<file path="config.mk">
export PLATFORM = sky130hd
export DESIGN_NAME = mowc_meter_output_waveform_config
export DESIGN_NICKNAME = d
export VERILOG_FILES = /design/src/mowc_pkg.sv /design/src/mowc_meter_output_waveform_config.sv
export SDC_FILE = /design/constraint.sdc
export NUM_CORES = 1
export LEC_CHECK = 0
export ABC_AREA = 1
export BUFFER_PORTS_ARGS = -buffer_cell sky130_fd_sc_hd__buf_2
export CAP_MARGIN = 0
export CORE_ASPECT_RATIO = 0.9
export CORE_MARGIN = 2
export CORE_UTILIZATION = 40
export CTS_BUF_LIST = sky130_fd_sc_hd__clkbuf_2 sky130_fd_sc_hd__clkbuf_4 sky130_fd_sc_hd__clkbuf_8
export CTS_CLUSTER_DIAMETER = 80
export DETAILED_ROUTE_END_ITERATION = 8
export HOLD_SLACK_MARGIN = 0.02
export PLACE_DENSITY = 0.65
export SLEW_MARGIN = 20
export SYNTH_ARGS = -nofsm -noshare
export SYNTH_HDL_FRONTEND = slang
export SYNTH_SLANG_ARGS = --single-unit
</file>
<file path="constraint.sdc">
create_clock -name core_clk_i -period 1.9 [get_ports core_clk_i]
set_input_delay 0.38 -clock core_clk_i [delete_from_list [all_inputs] [get_ports core_clk_i]]
set_output_delay 0.38 -clock core_clk_i [all_outputs]
set_load 0.02 [all_outputs]
</file>
<file path="src/mowc_pkg.sv">
`default_nettype none
package mowc_pkg;
	localparam int          MOWC_ADDR_W        = 7;
	localparam int          MOWC_DATA_W        = 8;
	localparam logic [6:0]  MOWC_OFS_PRIMARY   = 7'h0B;
	localparam logic [6:0]  MOWC_OFS_OUTSRC    = 7'h0C;
	localparam logic [6:0]  MOWC_OFS_WAVE      = 7'h0D;
	localparam logic [6:0]  MOWC_OFS_LINE_PER  = 7'h0A;
	localparam logic [7:0]  MOWC_OUTSRC_RST    = 8'h40;
	localparam logic [7:0]  MOWC_WAVE_RST      = 8'h00;
	localparam logic [7:0]  MOWC_PRIMARY_RST   = 8'h06;
	localparam int          MOWC_SOFT_RST_BIT  = 7;
	localparam int          MOWC_CF2_HI        = 7;
	localparam int          MOWC_CF2_LO        = 6;
	localparam int          MOWC_CF1_HI        = 5;
	localparam int          MOWC_CF1_LO        = 4;
	localparam int          MOWC_VARMS_BIT     = 3;
	localparam int          MOWC_RMS_UPDATE_ON_ZERO_CROSS_BIT     = 2;
	localparam int          MOWC_PERIOD_OR_FREQ_SELECT_BIT   = 1;
	localparam int          MOWC_WAVEFORM_SAMPLING_ENABLE_BIT     = 0;
	localparam int          MOWC_W2_HI         = 7;
	localparam int          MOWC_W2_LO         = 5;
	localparam int          MOWC_W1_HI         = 4;
	localparam int          MOWC_W1_LO         = 2;
	localparam int          MOWC_RATE_HI       = 1;
	localparam int          MOWC_RATE_LO       = 0;
	localparam int          MOWC_CORE_DIV      = 5;
	localparam int          MOWC_RATE_BASE_LOG = 5;
	localparam int          MOWC_RMS_LOW_W     = 24;
	typedef enum logic [2:0] {
		MOWC_SRC_ACTIVE,
		MOWC_SRC_REACTIVE,
		MOWC_SRC_APPARENT,
		MOWC_SRC_IRMS
	} mowc_pulse_src_t;
	typedef enum logic [2:0] {
		MOWC_WAV_CURRENT,
		MOWC_WAV_VOLTAGE,
		MOWC_WAV_ACTIVE,
		MOWC_WAV_REACTIVE,
		MOWC_WAV_APPARENT,
		MOWC_WAV_IRMS_LPF,
		MOWC_WAV_RESERVED
	} mowc_wave_src_t;
endpackage : mowc_pkg
`default_nettype wire

</file>
<file path="src/mowc_meter_output_waveform_config.sv">
// The implementer's own choice: strobed register access.
`default_nettype none
// Notes on behaviour
// second pulse source bits 7:6: 00 active, 01 reactive, 1x apparent or rms
// second pulse source resets to 01, reactive power
// first pulse source bits 5:4: 00 active, 01 reactive, 1x apparent or rms
// bit 3 picks apparent (0) or current rms (1) for any 1x pulse source
// bit 3 also chooses what feeds apparent energy accumulation
// both 1x outputs always share one apparent-or-rms choice
// bit 2 set: rms results refresh only on voltage zero crossing
// bit 1 selects period (0) or frequency (1) at line period result
// bit 0 turns waveform sampling mode on or off
// wave two source bits 7:5, reset 000, codes 000..101, rest reserved
// wave one source bits 4:2, same encoding, rest reserved
// wave one rms low-pass source delivers only its low 24 bits
// rate bits 1:0 divide 819.2 kHz by 32, 64, 128 or 256
// soft reset bit in primary mode register restores both registers
// software avoids reserved wave codes and absent reactive selections
// reads return last written value; settings reach the outputs two cycles after write
module mowc_meter_output_waveform_config
	import mowc_pkg::*;
#(
	parameter int RMS_W = 32
) (
	input  wire logic                   core_clk_i,
	input  wire logic                   reset_n_i,
	input  wire logic                   clk_en_i,
	input  wire logic [MOWC_ADDR_W-1:0] reg_addr_i,
	input  wire logic [MOWC_DATA_W-1:0] reg_wdata_i,
	input  wire logic                   reg_wr_i,
	input  wire logic                   reg_rd_i,
	input  wire logic                   voltage_zero_cross_i,
	input  wire logic [RMS_W-1:0]       irms_lpf_i,
	output logic [MOWC_DATA_W-1:0]      reg_rdata_o,
	output logic [2:0]                  first_pulse_src_o,
	output logic [2:0]                  second_pulse_src_o,
	output logic                        apparent_energy_is_rms_o,
	output logic                        rms_update_strobe_o,
	output logic                        period_or_freq_select_o,
	output logic                        waveform_sampling_enable_o,
	output logic [2:0]                  wave_one_src_o,
	output logic [2:0]                  wave_two_src_o,
	output logic [MOWC_RMS_LOW_W-1:0]   wave_one_rms_low_o,
	output logic                        sample_tick_o
);
	// the rms low-pass sample needs at least the low 24 bits of the filter value
	if (RMS_W < MOWC_RMS_LOW_W) begin : g_rms_w_check
		$error("RMS_W must be at least 24");
	end

	localparam int DIV_W = MOWC_RATE_BASE_LOG + 3 + 3;

	logic [MOWC_DATA_W-1:0] output_source_mode;
	logic [MOWC_DATA_W-1:0] waveform_sample_mode;
	logic                   zx_meta;
	logic                   zx_sync;
	logic                   zx_prev;
	logic [2:0]             core_div_cnt;
	logic [DIV_W-1:0]       rate_cnt;
	logic                   wr_outsrc;
	logic                   wr_wave;
	logic                   soft_reset;
	logic                   base_tick;
	logic [DIV_W-1:0]       rate_last;
	logic [2:0]             next_first_src;
	logic [2:0]             next_second_src;
	logic [2:0]             next_wave_one;
	logic [2:0]             next_wave_two;

	assign wr_outsrc  = reg_wr_i && (reg_addr_i == MOWC_OFS_OUTSRC);
	assign wr_wave    = reg_wr_i && (reg_addr_i == MOWC_OFS_WAVE);
	assign soft_reset = reg_wr_i && (reg_addr_i == MOWC_OFS_PRIMARY)
		&& reg_wdata_i[MOWC_SOFT_RST_BIT];

	// soft reset takes priority so one write cannot leave half the bank stale
	always_ff @(posedge core_clk_i or negedge reset_n_i) begin
		if (!reset_n_i) begin
			output_source_mode <= MOWC_OUTSRC_RST;
		end else if (clk_en_i) begin
			if (soft_reset) begin
				output_source_mode <= MOWC_OUTSRC_RST;
			end else if (wr_outsrc) begin
				output_source_mode <= reg_wdata_i;
			end
		end
	end

	always_ff @(posedge core_clk_i or negedge reset_n_i) begin
		if (!reset_n_i) begin
			waveform_sample_mode <= MOWC_WAVE_RST;
		end else if (clk_en_i) begin
			if (soft_reset) begin
				waveform_sample_mode <= MOWC_WAVE_RST;
			end else if (wr_wave) begin
				waveform_sample_mode <= reg_wdata_i;
			end
		end
	end

	always_ff @(posedge core_clk_i or negedge reset_n_i) begin
		if (!reset_n_i) begin
			reg_rdata_o <= '0;
		end else if (clk_en_i) begin
			if (reg_rd_i && reg_addr_i == MOWC_OFS_OUTSRC) begin
				reg_rdata_o <= output_source_mode;
			end else if (reg_rd_i && reg_addr_i == MOWC_OFS_WAVE) begin
				reg_rdata_o <= waveform_sample_mode;
			end else begin
				reg_rdata_o <= '0;
			end
		end
	end

	function automatic logic [2:0] pulse_src(input logic [1:0] sel, input logic use_rms);
		logic [2:0] r;
		r = MOWC_SRC_ACTIVE;
		if (sel[1]) begin
			r = use_rms ? MOWC_SRC_IRMS : MOWC_SRC_APPARENT;
		end else if (sel[0]) begin
			r = MOWC_SRC_REACTIVE;
		end
		return r;
	endfunction : pulse_src

	function automatic logic [2:0] wave_src(input logic [2:0] code);
		logic [2:0] r;
		r = MOWC_WAV_RESERVED;
		if (code <= 3'(MOWC_WAV_IRMS_LPF)) begin
			r = code;
		end
		return r;
	endfunction : wave_src

	// both pulse outputs read the same bit 3, so they can never disagree
	always_comb begin
		next_first_src  = pulse_src(output_source_mode[MOWC_CF1_HI:MOWC_CF1_LO],
			output_source_mode[MOWC_VARMS_BIT]);
		next_second_src = pulse_src(output_source_mode[MOWC_CF2_HI:MOWC_CF2_LO],
			output_source_mode[MOWC_VARMS_BIT]);
		next_wave_one   = wave_src(waveform_sample_mode[MOWC_W1_HI:MOWC_W1_LO]);
		next_wave_two   = wave_src(waveform_sample_mode[MOWC_W2_HI:MOWC_W2_LO]);
	end

	always_ff @(posedge core_clk_i or negedge reset_n_i) begin
		if (!reset_n_i) begin
			first_pulse_src_o          <= MOWC_SRC_ACTIVE;
			second_pulse_src_o         <= MOWC_SRC_REACTIVE;
			apparent_energy_is_rms_o   <= 1'b0;
			period_or_freq_select_o    <= 1'b0;
			waveform_sampling_enable_o <= 1'b0;
			wave_one_src_o             <= MOWC_WAV_CURRENT;
			wave_two_src_o             <= MOWC_WAV_CURRENT;
		end else if (clk_en_i) begin
			first_pulse_src_o          <= next_first_src;
			second_pulse_src_o         <= next_second_src;
			apparent_energy_is_rms_o   <= output_source_mode[MOWC_VARMS_BIT];
			period_or_freq_select_o    <= output_source_mode[MOWC_PERIOD_OR_FREQ_SELECT_BIT];
			waveform_sampling_enable_o <= output_source_mode[MOWC_WAVEFORM_SAMPLING_ENABLE_BIT];
			wave_one_src_o             <= next_wave_one;
			wave_two_src_o             <= next_wave_two;
		end
	end

	always_ff @(posedge core_clk_i or negedge reset_n_i) begin
		if (!reset_n_i) begin
			wave_one_rms_low_o <= '0;
		end else if (clk_en_i) begin
			if (waveform_sample_mode[MOWC_W1_HI:MOWC_W1_LO] == 3'(MOWC_WAV_IRMS_LPF)) begin
				wave_one_rms_low_o <= irms_lpf_i[MOWC_RMS_LOW_W-1:0];
			end else begin
				wave_one_rms_low_o <= '0;
			end
		end
	end

	// zero-cross arrives from the analog front end, so synchronise first
	always_ff @(posedge core_clk_i or negedge reset_n_i) begin
		if (!reset_n_i) begin
			zx_meta <= 1'b0;
			zx_sync <= 1'b0;
			zx_prev <= 1'b0;
		end else if (clk_en_i) begin
			zx_meta <= voltage_zero_cross_i;
			zx_sync <= zx_meta;
			zx_prev <= zx_sync;
		end
	end

	always_ff @(posedge core_clk_i or negedge reset_n_i) begin
		if (!reset_n_i) begin
			rms_update_strobe_o <= 1'b0;
		end else if (clk_en_i) begin
			if (output_source_mode[MOWC_RMS_UPDATE_ON_ZERO_CROSS_BIT]) begin
				rms_update_strobe_o <= zx_sync && !zx_prev;
			end else begin
				rms_update_strobe_o <= 1'b1;
			end
		end
	end

	assign base_tick = (core_div_cnt == 3'(MOWC_CORE_DIV - 1));
	assign rate_last = DIV_W'((1 << (MOWC_RATE_BASE_LOG
		+ int'(waveform_sample_mode[MOWC_RATE_HI:MOWC_RATE_LO]))) - 1);

	always_ff @(posedge core_clk_i or negedge reset_n_i) begin
		if (!reset_n_i) begin
			core_div_cnt <= '0;
		end else if (clk_en_i) begin
			core_div_cnt <= base_tick ? 3'h0 : core_div_cnt + 3'h1;
		end
	end

	// a rate change restarts the count, avoiding one very short first period
	always_ff @(posedge core_clk_i or negedge reset_n_i) begin
		if (!reset_n_i) begin
			rate_cnt      <= '0;
			sample_tick_o <= 1'b0;
		end else if (clk_en_i) begin
			sample_tick_o <= 1'b0;
			if (wr_wave || soft_reset) begin
				rate_cnt <= '0;
			end else if (base_tick) begin
				if (rate_cnt >= rate_last) begin
					rate_cnt      <= '0;
					sample_tick_o <= output_source_mode[MOWC_WAVEFORM_SAMPLING_ENABLE_BIT];
				end else begin
					rate_cnt <= rate_cnt + DIV_W'(1);
				end
			end
		end
	end
endmodule : mowc_meter_output_waveform_config
`default_nettype wire

</file>
Word-level counts from Yosys, hierarchy flattened
Cells that the tools add are included.
{ "totals": {"romBits": 0, "memories": 0, "in_bits": 53, "ram_bits": 0, "output_inout_bits": 49, "ff_bits": 82, "latchBits": 0} }
{ "op_classes": {"div_mod_pow": 0, "bitwise_logic": 0, "n_eq_ne": 5, "n_addsub": 4, "n_shift": 1, "n_lt_le_gt_ge": 3, "mul": 0, "n_mux": 22, "n_reduce_logical": 15} }
{ "op_table": {"columns": ["cell", "count"], "rows": [
  ["two-way mux 8 bit", 6],
  ["two-way mux 11 bit", 3],
  ["two-way mux 24 bit", 1],
  ["== test 7 x 4 -> 1 bit, second input constant", 3],
  ["adder 11 x 1 -> 11 bit, second input constant", 1],
  ["greater-or-equal comparator 11 bit", 1],
  ["left shift 1 x 4 -> 11 bit, first input constant", 1],
  ["subtractor 11 x 2 -> 11 bit, second input constant", 1],
  ["two-way mux 3 bit", 3],
  ["logical AND 1 bit", 7],
  ["two-way mux 1 bit", 7],
  ["== test 3 bit, second input constant", 2],
  ["<= comparator 3 bit, second input constant", 2],
  ["AND reduction 2 bit", 3],
  ["nonzero test 2 bit", 3],
  ["adder 3 x 2 -> 4 bit, first input constant", 1],
  ["two-way mux 2 bit", 2],
  ["adder 3 x 1 -> 3 bit, second input constant", 1],
  ["logical NOT 1 bit", 1],
  ["logical OR 1 bit", 1]
]} }

Longest topological paths before layout
{ "depth": {"ltp_word": 7, "ltp_mapped": 14} }

Worst setup path before layout
No wires, ideal clock.
{ "synth_path": {"kind": "flip-flop to flip-flop", "startpoint": "register waveform_sample_mode[1]", "endpoint": "register rate_cnt[0]", "setup_time_ns": 0.065, "arrival_time_ns": 1.773, "path_stages_with_launch": 12, "n_path_buf": 0, "path_slack_ns": 0.062, "required_time_ns": 1.835, "path_cell_list": "dfrtp_1 -> nand2_1 -> inv_1 -> ha_1 -> ha_1 -> a21oi_1 -> nand2_1 -> a21oi_1 -> nand2_1 -> nor2_1 -> nand3_1 -> nand2_1"} }
{ "synth_via": {"elab_chain_cells": 7} }
{ "synth_lines": {"columns": ["element", "line", "source"], "rows": [
  ["from (decl)", "mowc_meter_output_waveform_config.sv:54", "logic [MOWC_DATA_W-1:0] waveform_sample_mode;"],
  ["from (signal assigned)", "mowc_meter_output_waveform_config.sv:95", "waveform_sample_mode <= reg_wdata_i;"],
  ["adder 3 x 2 -> 4 bit", "mowc_meter_output_waveform_config.sv:203", "+ int'(waveform_sample_mode[MOWC_RATE_HI:MOWC_RATE_LO]))) - 1);"],
  ["left shift 1 x 4 -> 11 bit", "mowc_meter_output_waveform_config.sv:202", "assign rate_last = DIV_W'((1 << (MOWC_RATE_BASE_LOG"],
  ["subtractor 11 x 2 -> 11 bit", "mowc_meter_output_waveform_config.sv:203", null],
  ["greater-or-equal comparator 11 bit", "mowc_meter_output_waveform_config.sv:223", "if (rate_cnt >= rate_last) begin"],
  ["two-way mux 11 bit", "mowc_meter_output_waveform_config.sv:223", null],
  ["two-way mux 11 bit", "mowc_meter_output_waveform_config.sv:222", "end else if (base_tick) begin"],
  ["two-way mux 11 bit", "mowc_meter_output_waveform_config.sv:220", "if (wr_wave || soft_reset) begin"],
  ["to (signal assigned)", "mowc_meter_output_waveform_config.sv:227", "rate_cnt <= rate_cnt + DIV_W'(1);"],
  ["to (decl)", "mowc_meter_output_waveform_config.sv:59", "logic [DIV_W-1:0] rate_cnt;"]
]} }
No other way between the ends. The select of a mux whose other input is x is not followed.
A chain may end at the register's enable or synchronous reset.

Final worst setup path
{ "layout_path": {"startpoint": "register waveform_sample_mode[0]", "endpoint": "register rate_cnt[9]"} }
The elaborated chain is that of the path after synthesis.

==> impl_metrics.ini <==
[cts]
cts-root-buf = clkbuf_8
clock_sinks = 80
h-tree-depth = 3
tritoncts = yes
clock_latency_ns = 0.36
clk_path_buf_depth = 2
clkTransAtPathRegs_ns = 0.08
cts_made_buffers = 9

[synthesis]
ys_types = 33
synth_area_per_cell_um2 = 8.56
synth-edff-count = 0
netlist_area_um2 = 3870
async_reset_ff_share_pct = 100
yosysSeqAreaShare_pct = 51.8
ys_ff_latch = 80
yosys_most_used_dff = dfrtp_1
synthDominantCellAreaShare_pct = 50.5
yosys-top-cells-count = 154 x nand2_1, 78 x dfrtp_1, 48 x inv_1
ys.warnings.count = 0
synth.most_common_cell = nand2_1
synthTopCellsByArea = dfrtp_1 50%, nand2_1 15%, inv_1 4.7%
synth_top_cell_by_area = dfrtp_1
syn-instance-count = 452

[worst_setup_path]
slowest_stage = dfrtp_1
critPathRequiredTime_ns = 2.15
reg2regPathDepth = 14
rrSetupSlack_ns = 0.02
crit_top_cell = nand2_2
critPathLaunchType = flop
worst-setup-path-type = flop to flop
end_kind = flop
cp_max_fo = 4
slowest_delay_ns = 0.43
worst_ep_arrival_time_ns = 2.14
crit_chain = nand2_2, inv_2, ha_4, ha_4, nand2_4, nor2_4, nand2_1, nand2_1, nand2_2, buf_6, nand3_4, nand2_4, nand2_2, inv_2

[power_and_ir_drop]
peakVddDrop_uv = 453
power.leakage_nw = 2.73
p_per_area_nw_per_um2 = 994

[route]
num_vias = 3283
drc_errors = 0
wirelength_um = 9210
dr.pass1.iters = 5
drtIter0Drc = 155
top_layer = met4
wl_met2_um = 4670
viasPerCell = 4.74
antenna_left = 0
wl_met3_um = 345
met1Wirelength_um = 4040
drt-wirelength-per-cell_um = 13.3

[floorplanning]
core_area_um2 = 9530
initial_utilization_pct = 40.6
rows = 34
dieArea_um2 = 10500
die_w_um = 108
die_h_um = 97.3
ios = 102

[place]
place.gp.congestion = 0.857
dp_cells = 671
dp_hpwl_um = 6370
portBuffers = 91

[timing]
skew_ns = 0.0122
fmax_mhz = 531
period_needed_ns = 1.88
finalSetupViolCount = 0
slew_violations = 0
rsz0062_at_grt = true
fin_crit_sh_pct = 99.1
setup-tns-final_ns = 0
hold_viol_final = 0

[final_layout]
diodes = 0
final_cells = 693
nets = 627
syn_to_final_growth_pct = 29.1
final_util_pct = 52.4
drive_above_1_share_pct = 32.8

[global_routing]
grt_pass1_vias = 3281
antenna_found_initial = 0
grt_overflow = 0
grt_util_all_layers_pct = 18.7
grt_max_degree = 40
grt_pass1_wl_um = 15500

[flow_run]
drv_cap = 0

[status]
status = completed

[worst_hold_path]
worst_hold_path_type = input pin to flop
holdPathStages = 3
[cell type report]
class                           instances  area [um^2]
Timing Repair Buffer                  110          639
Clock buffer                           11          139
Tap cell                              126          158
Fill cell                             924         4540
Sequential cell                        80         2000
Inverter                               51          204
Multi-Input combinational cell        310         1740
Clock inverter                          5          106
[report_power, final]
part           total (mW)  switching, mW  internal (mW)
Clock                1.54          0.634          0.906
Sequential           2.04          0.170           1.87
Combinational        1.38          0.808          0.576
[path summary, 6_finish.rpt]
check,startpoint,end
worst max-delay path,waveform_sample_mode[0]$_DFFE_PN0P_,rate_cnt[9]$_DFFE_PN0P_
worst min-delay path,voltage_zero_cross_i,zx_meta$_DFFE_PN0P_
worst max register to register,waveform_sample_mode[0]$_DFFE_PN0P_,rate_cnt[9]$_DFFE_PN0P_
worst min register to register,waveform_sampling_enable_o$_DFFE_PN0P_,waveform_sampling_enable_o$_DFFE_PN0P_
max in group asynchronous,reset_n_i,wave_one_rms_low_o[5]$_DFFE_PN0P_
min in group asynchronous,reset_n_i,core_div_cnt[2]$_DFFE_PN0P_
[metrics by stage]
stage	cell area (um^2)	hold WS (ns)	total power, mW	setup WS [ns]
CTS	4810	0.219	4.69	-0.0349
floorplan	3880	0.0844	2.71	0.0622
global placement	4530	0.339	3.05	-0.0705
finish	4990	0.226	4.96	0.0162
detailed placement	4530	0.346	3.09	-0.113
global route	4990	0.233	5.27	-0.112
[cell families after synthesis]
kind of cell               count (synthesis)  synth area share (%)
adders and majority gates                 12                  3.88
and+or+nand+nor                          224                  24.9
other                                      1                0.0970
DFF                                       80                  51.8
AOI/OAI and AO/OA                         60                  9.64
xor gates and xnor gates                   7                  1.59
muxes                                      1                 0.259
buffers and inverters                     67                  7.83
[cells in the final DEF (no fill, tap or decap), types with 4 or more instances in the layout]
| master | instances |
|---|---|
| nand2_1 | 144 |
| buf_2 | 90 |
| dfrtp_1 | 78 |
| inv_1 | 45 |
| nand3_1 | 25 |
| o21ai_0 | 23 |
| nor2_1 | 22 |
| o21ai_2 | 15 |
| buf_4 | 14 |
| nand2_2 | 9 |
| clkbuf_8 | 9 |
| a21oi_1 | 8 |
| o21ai_1 | 7 |
| nand2_4 | 7 |
| ha_1 | 7 |
| inv_2 | 5 |
| nor2_2 | 5 |
| xor2_1 | 5 |
| conb_1 | 5 |
| ha_4 | 5 |
| nand3_2 | 4 |
[what timing repair did]
item,4_1_cts,5_1_grt
pin swaps,2,17
setup endpoints to repair,11,11
buffers inserted,1,3
hold endpoints to repair,27,0
hold buffers,1,0
gates cloned,1,0
gates resized for setup,4,35
[state kept, by name, indices dropped and copies added, names as in the netlist, 2 cells and up]
register	count
wave_two_src_o	3
wave_one_src_o	3
core_div_cnt	3
output_source_mode	8
reg_rdata_o	8
rate_cnt	11
wave_one_rms_low_o	24
second_pulse_src_o	2
first_pulse_src_o	2
waveform_sample_mode	8
[worst max-delay path: cells and delay by family, from the launching register on]
family / cells / cell delay (ns)
fa+ha+maj: 2 / 0.43
simple gates: 9 / 0.73
buf+inv: 3 / 0.22
flops: 1 / 0.43
[metal layers]
metal  up-vias  GRT usage, %
met3        13          3.89
met4         0          7.00
met1      1573          24.4
met2        61          30.8
met5         -             0
li1       1636             -
Note: power is estimated with default switching activity, not from simulation.
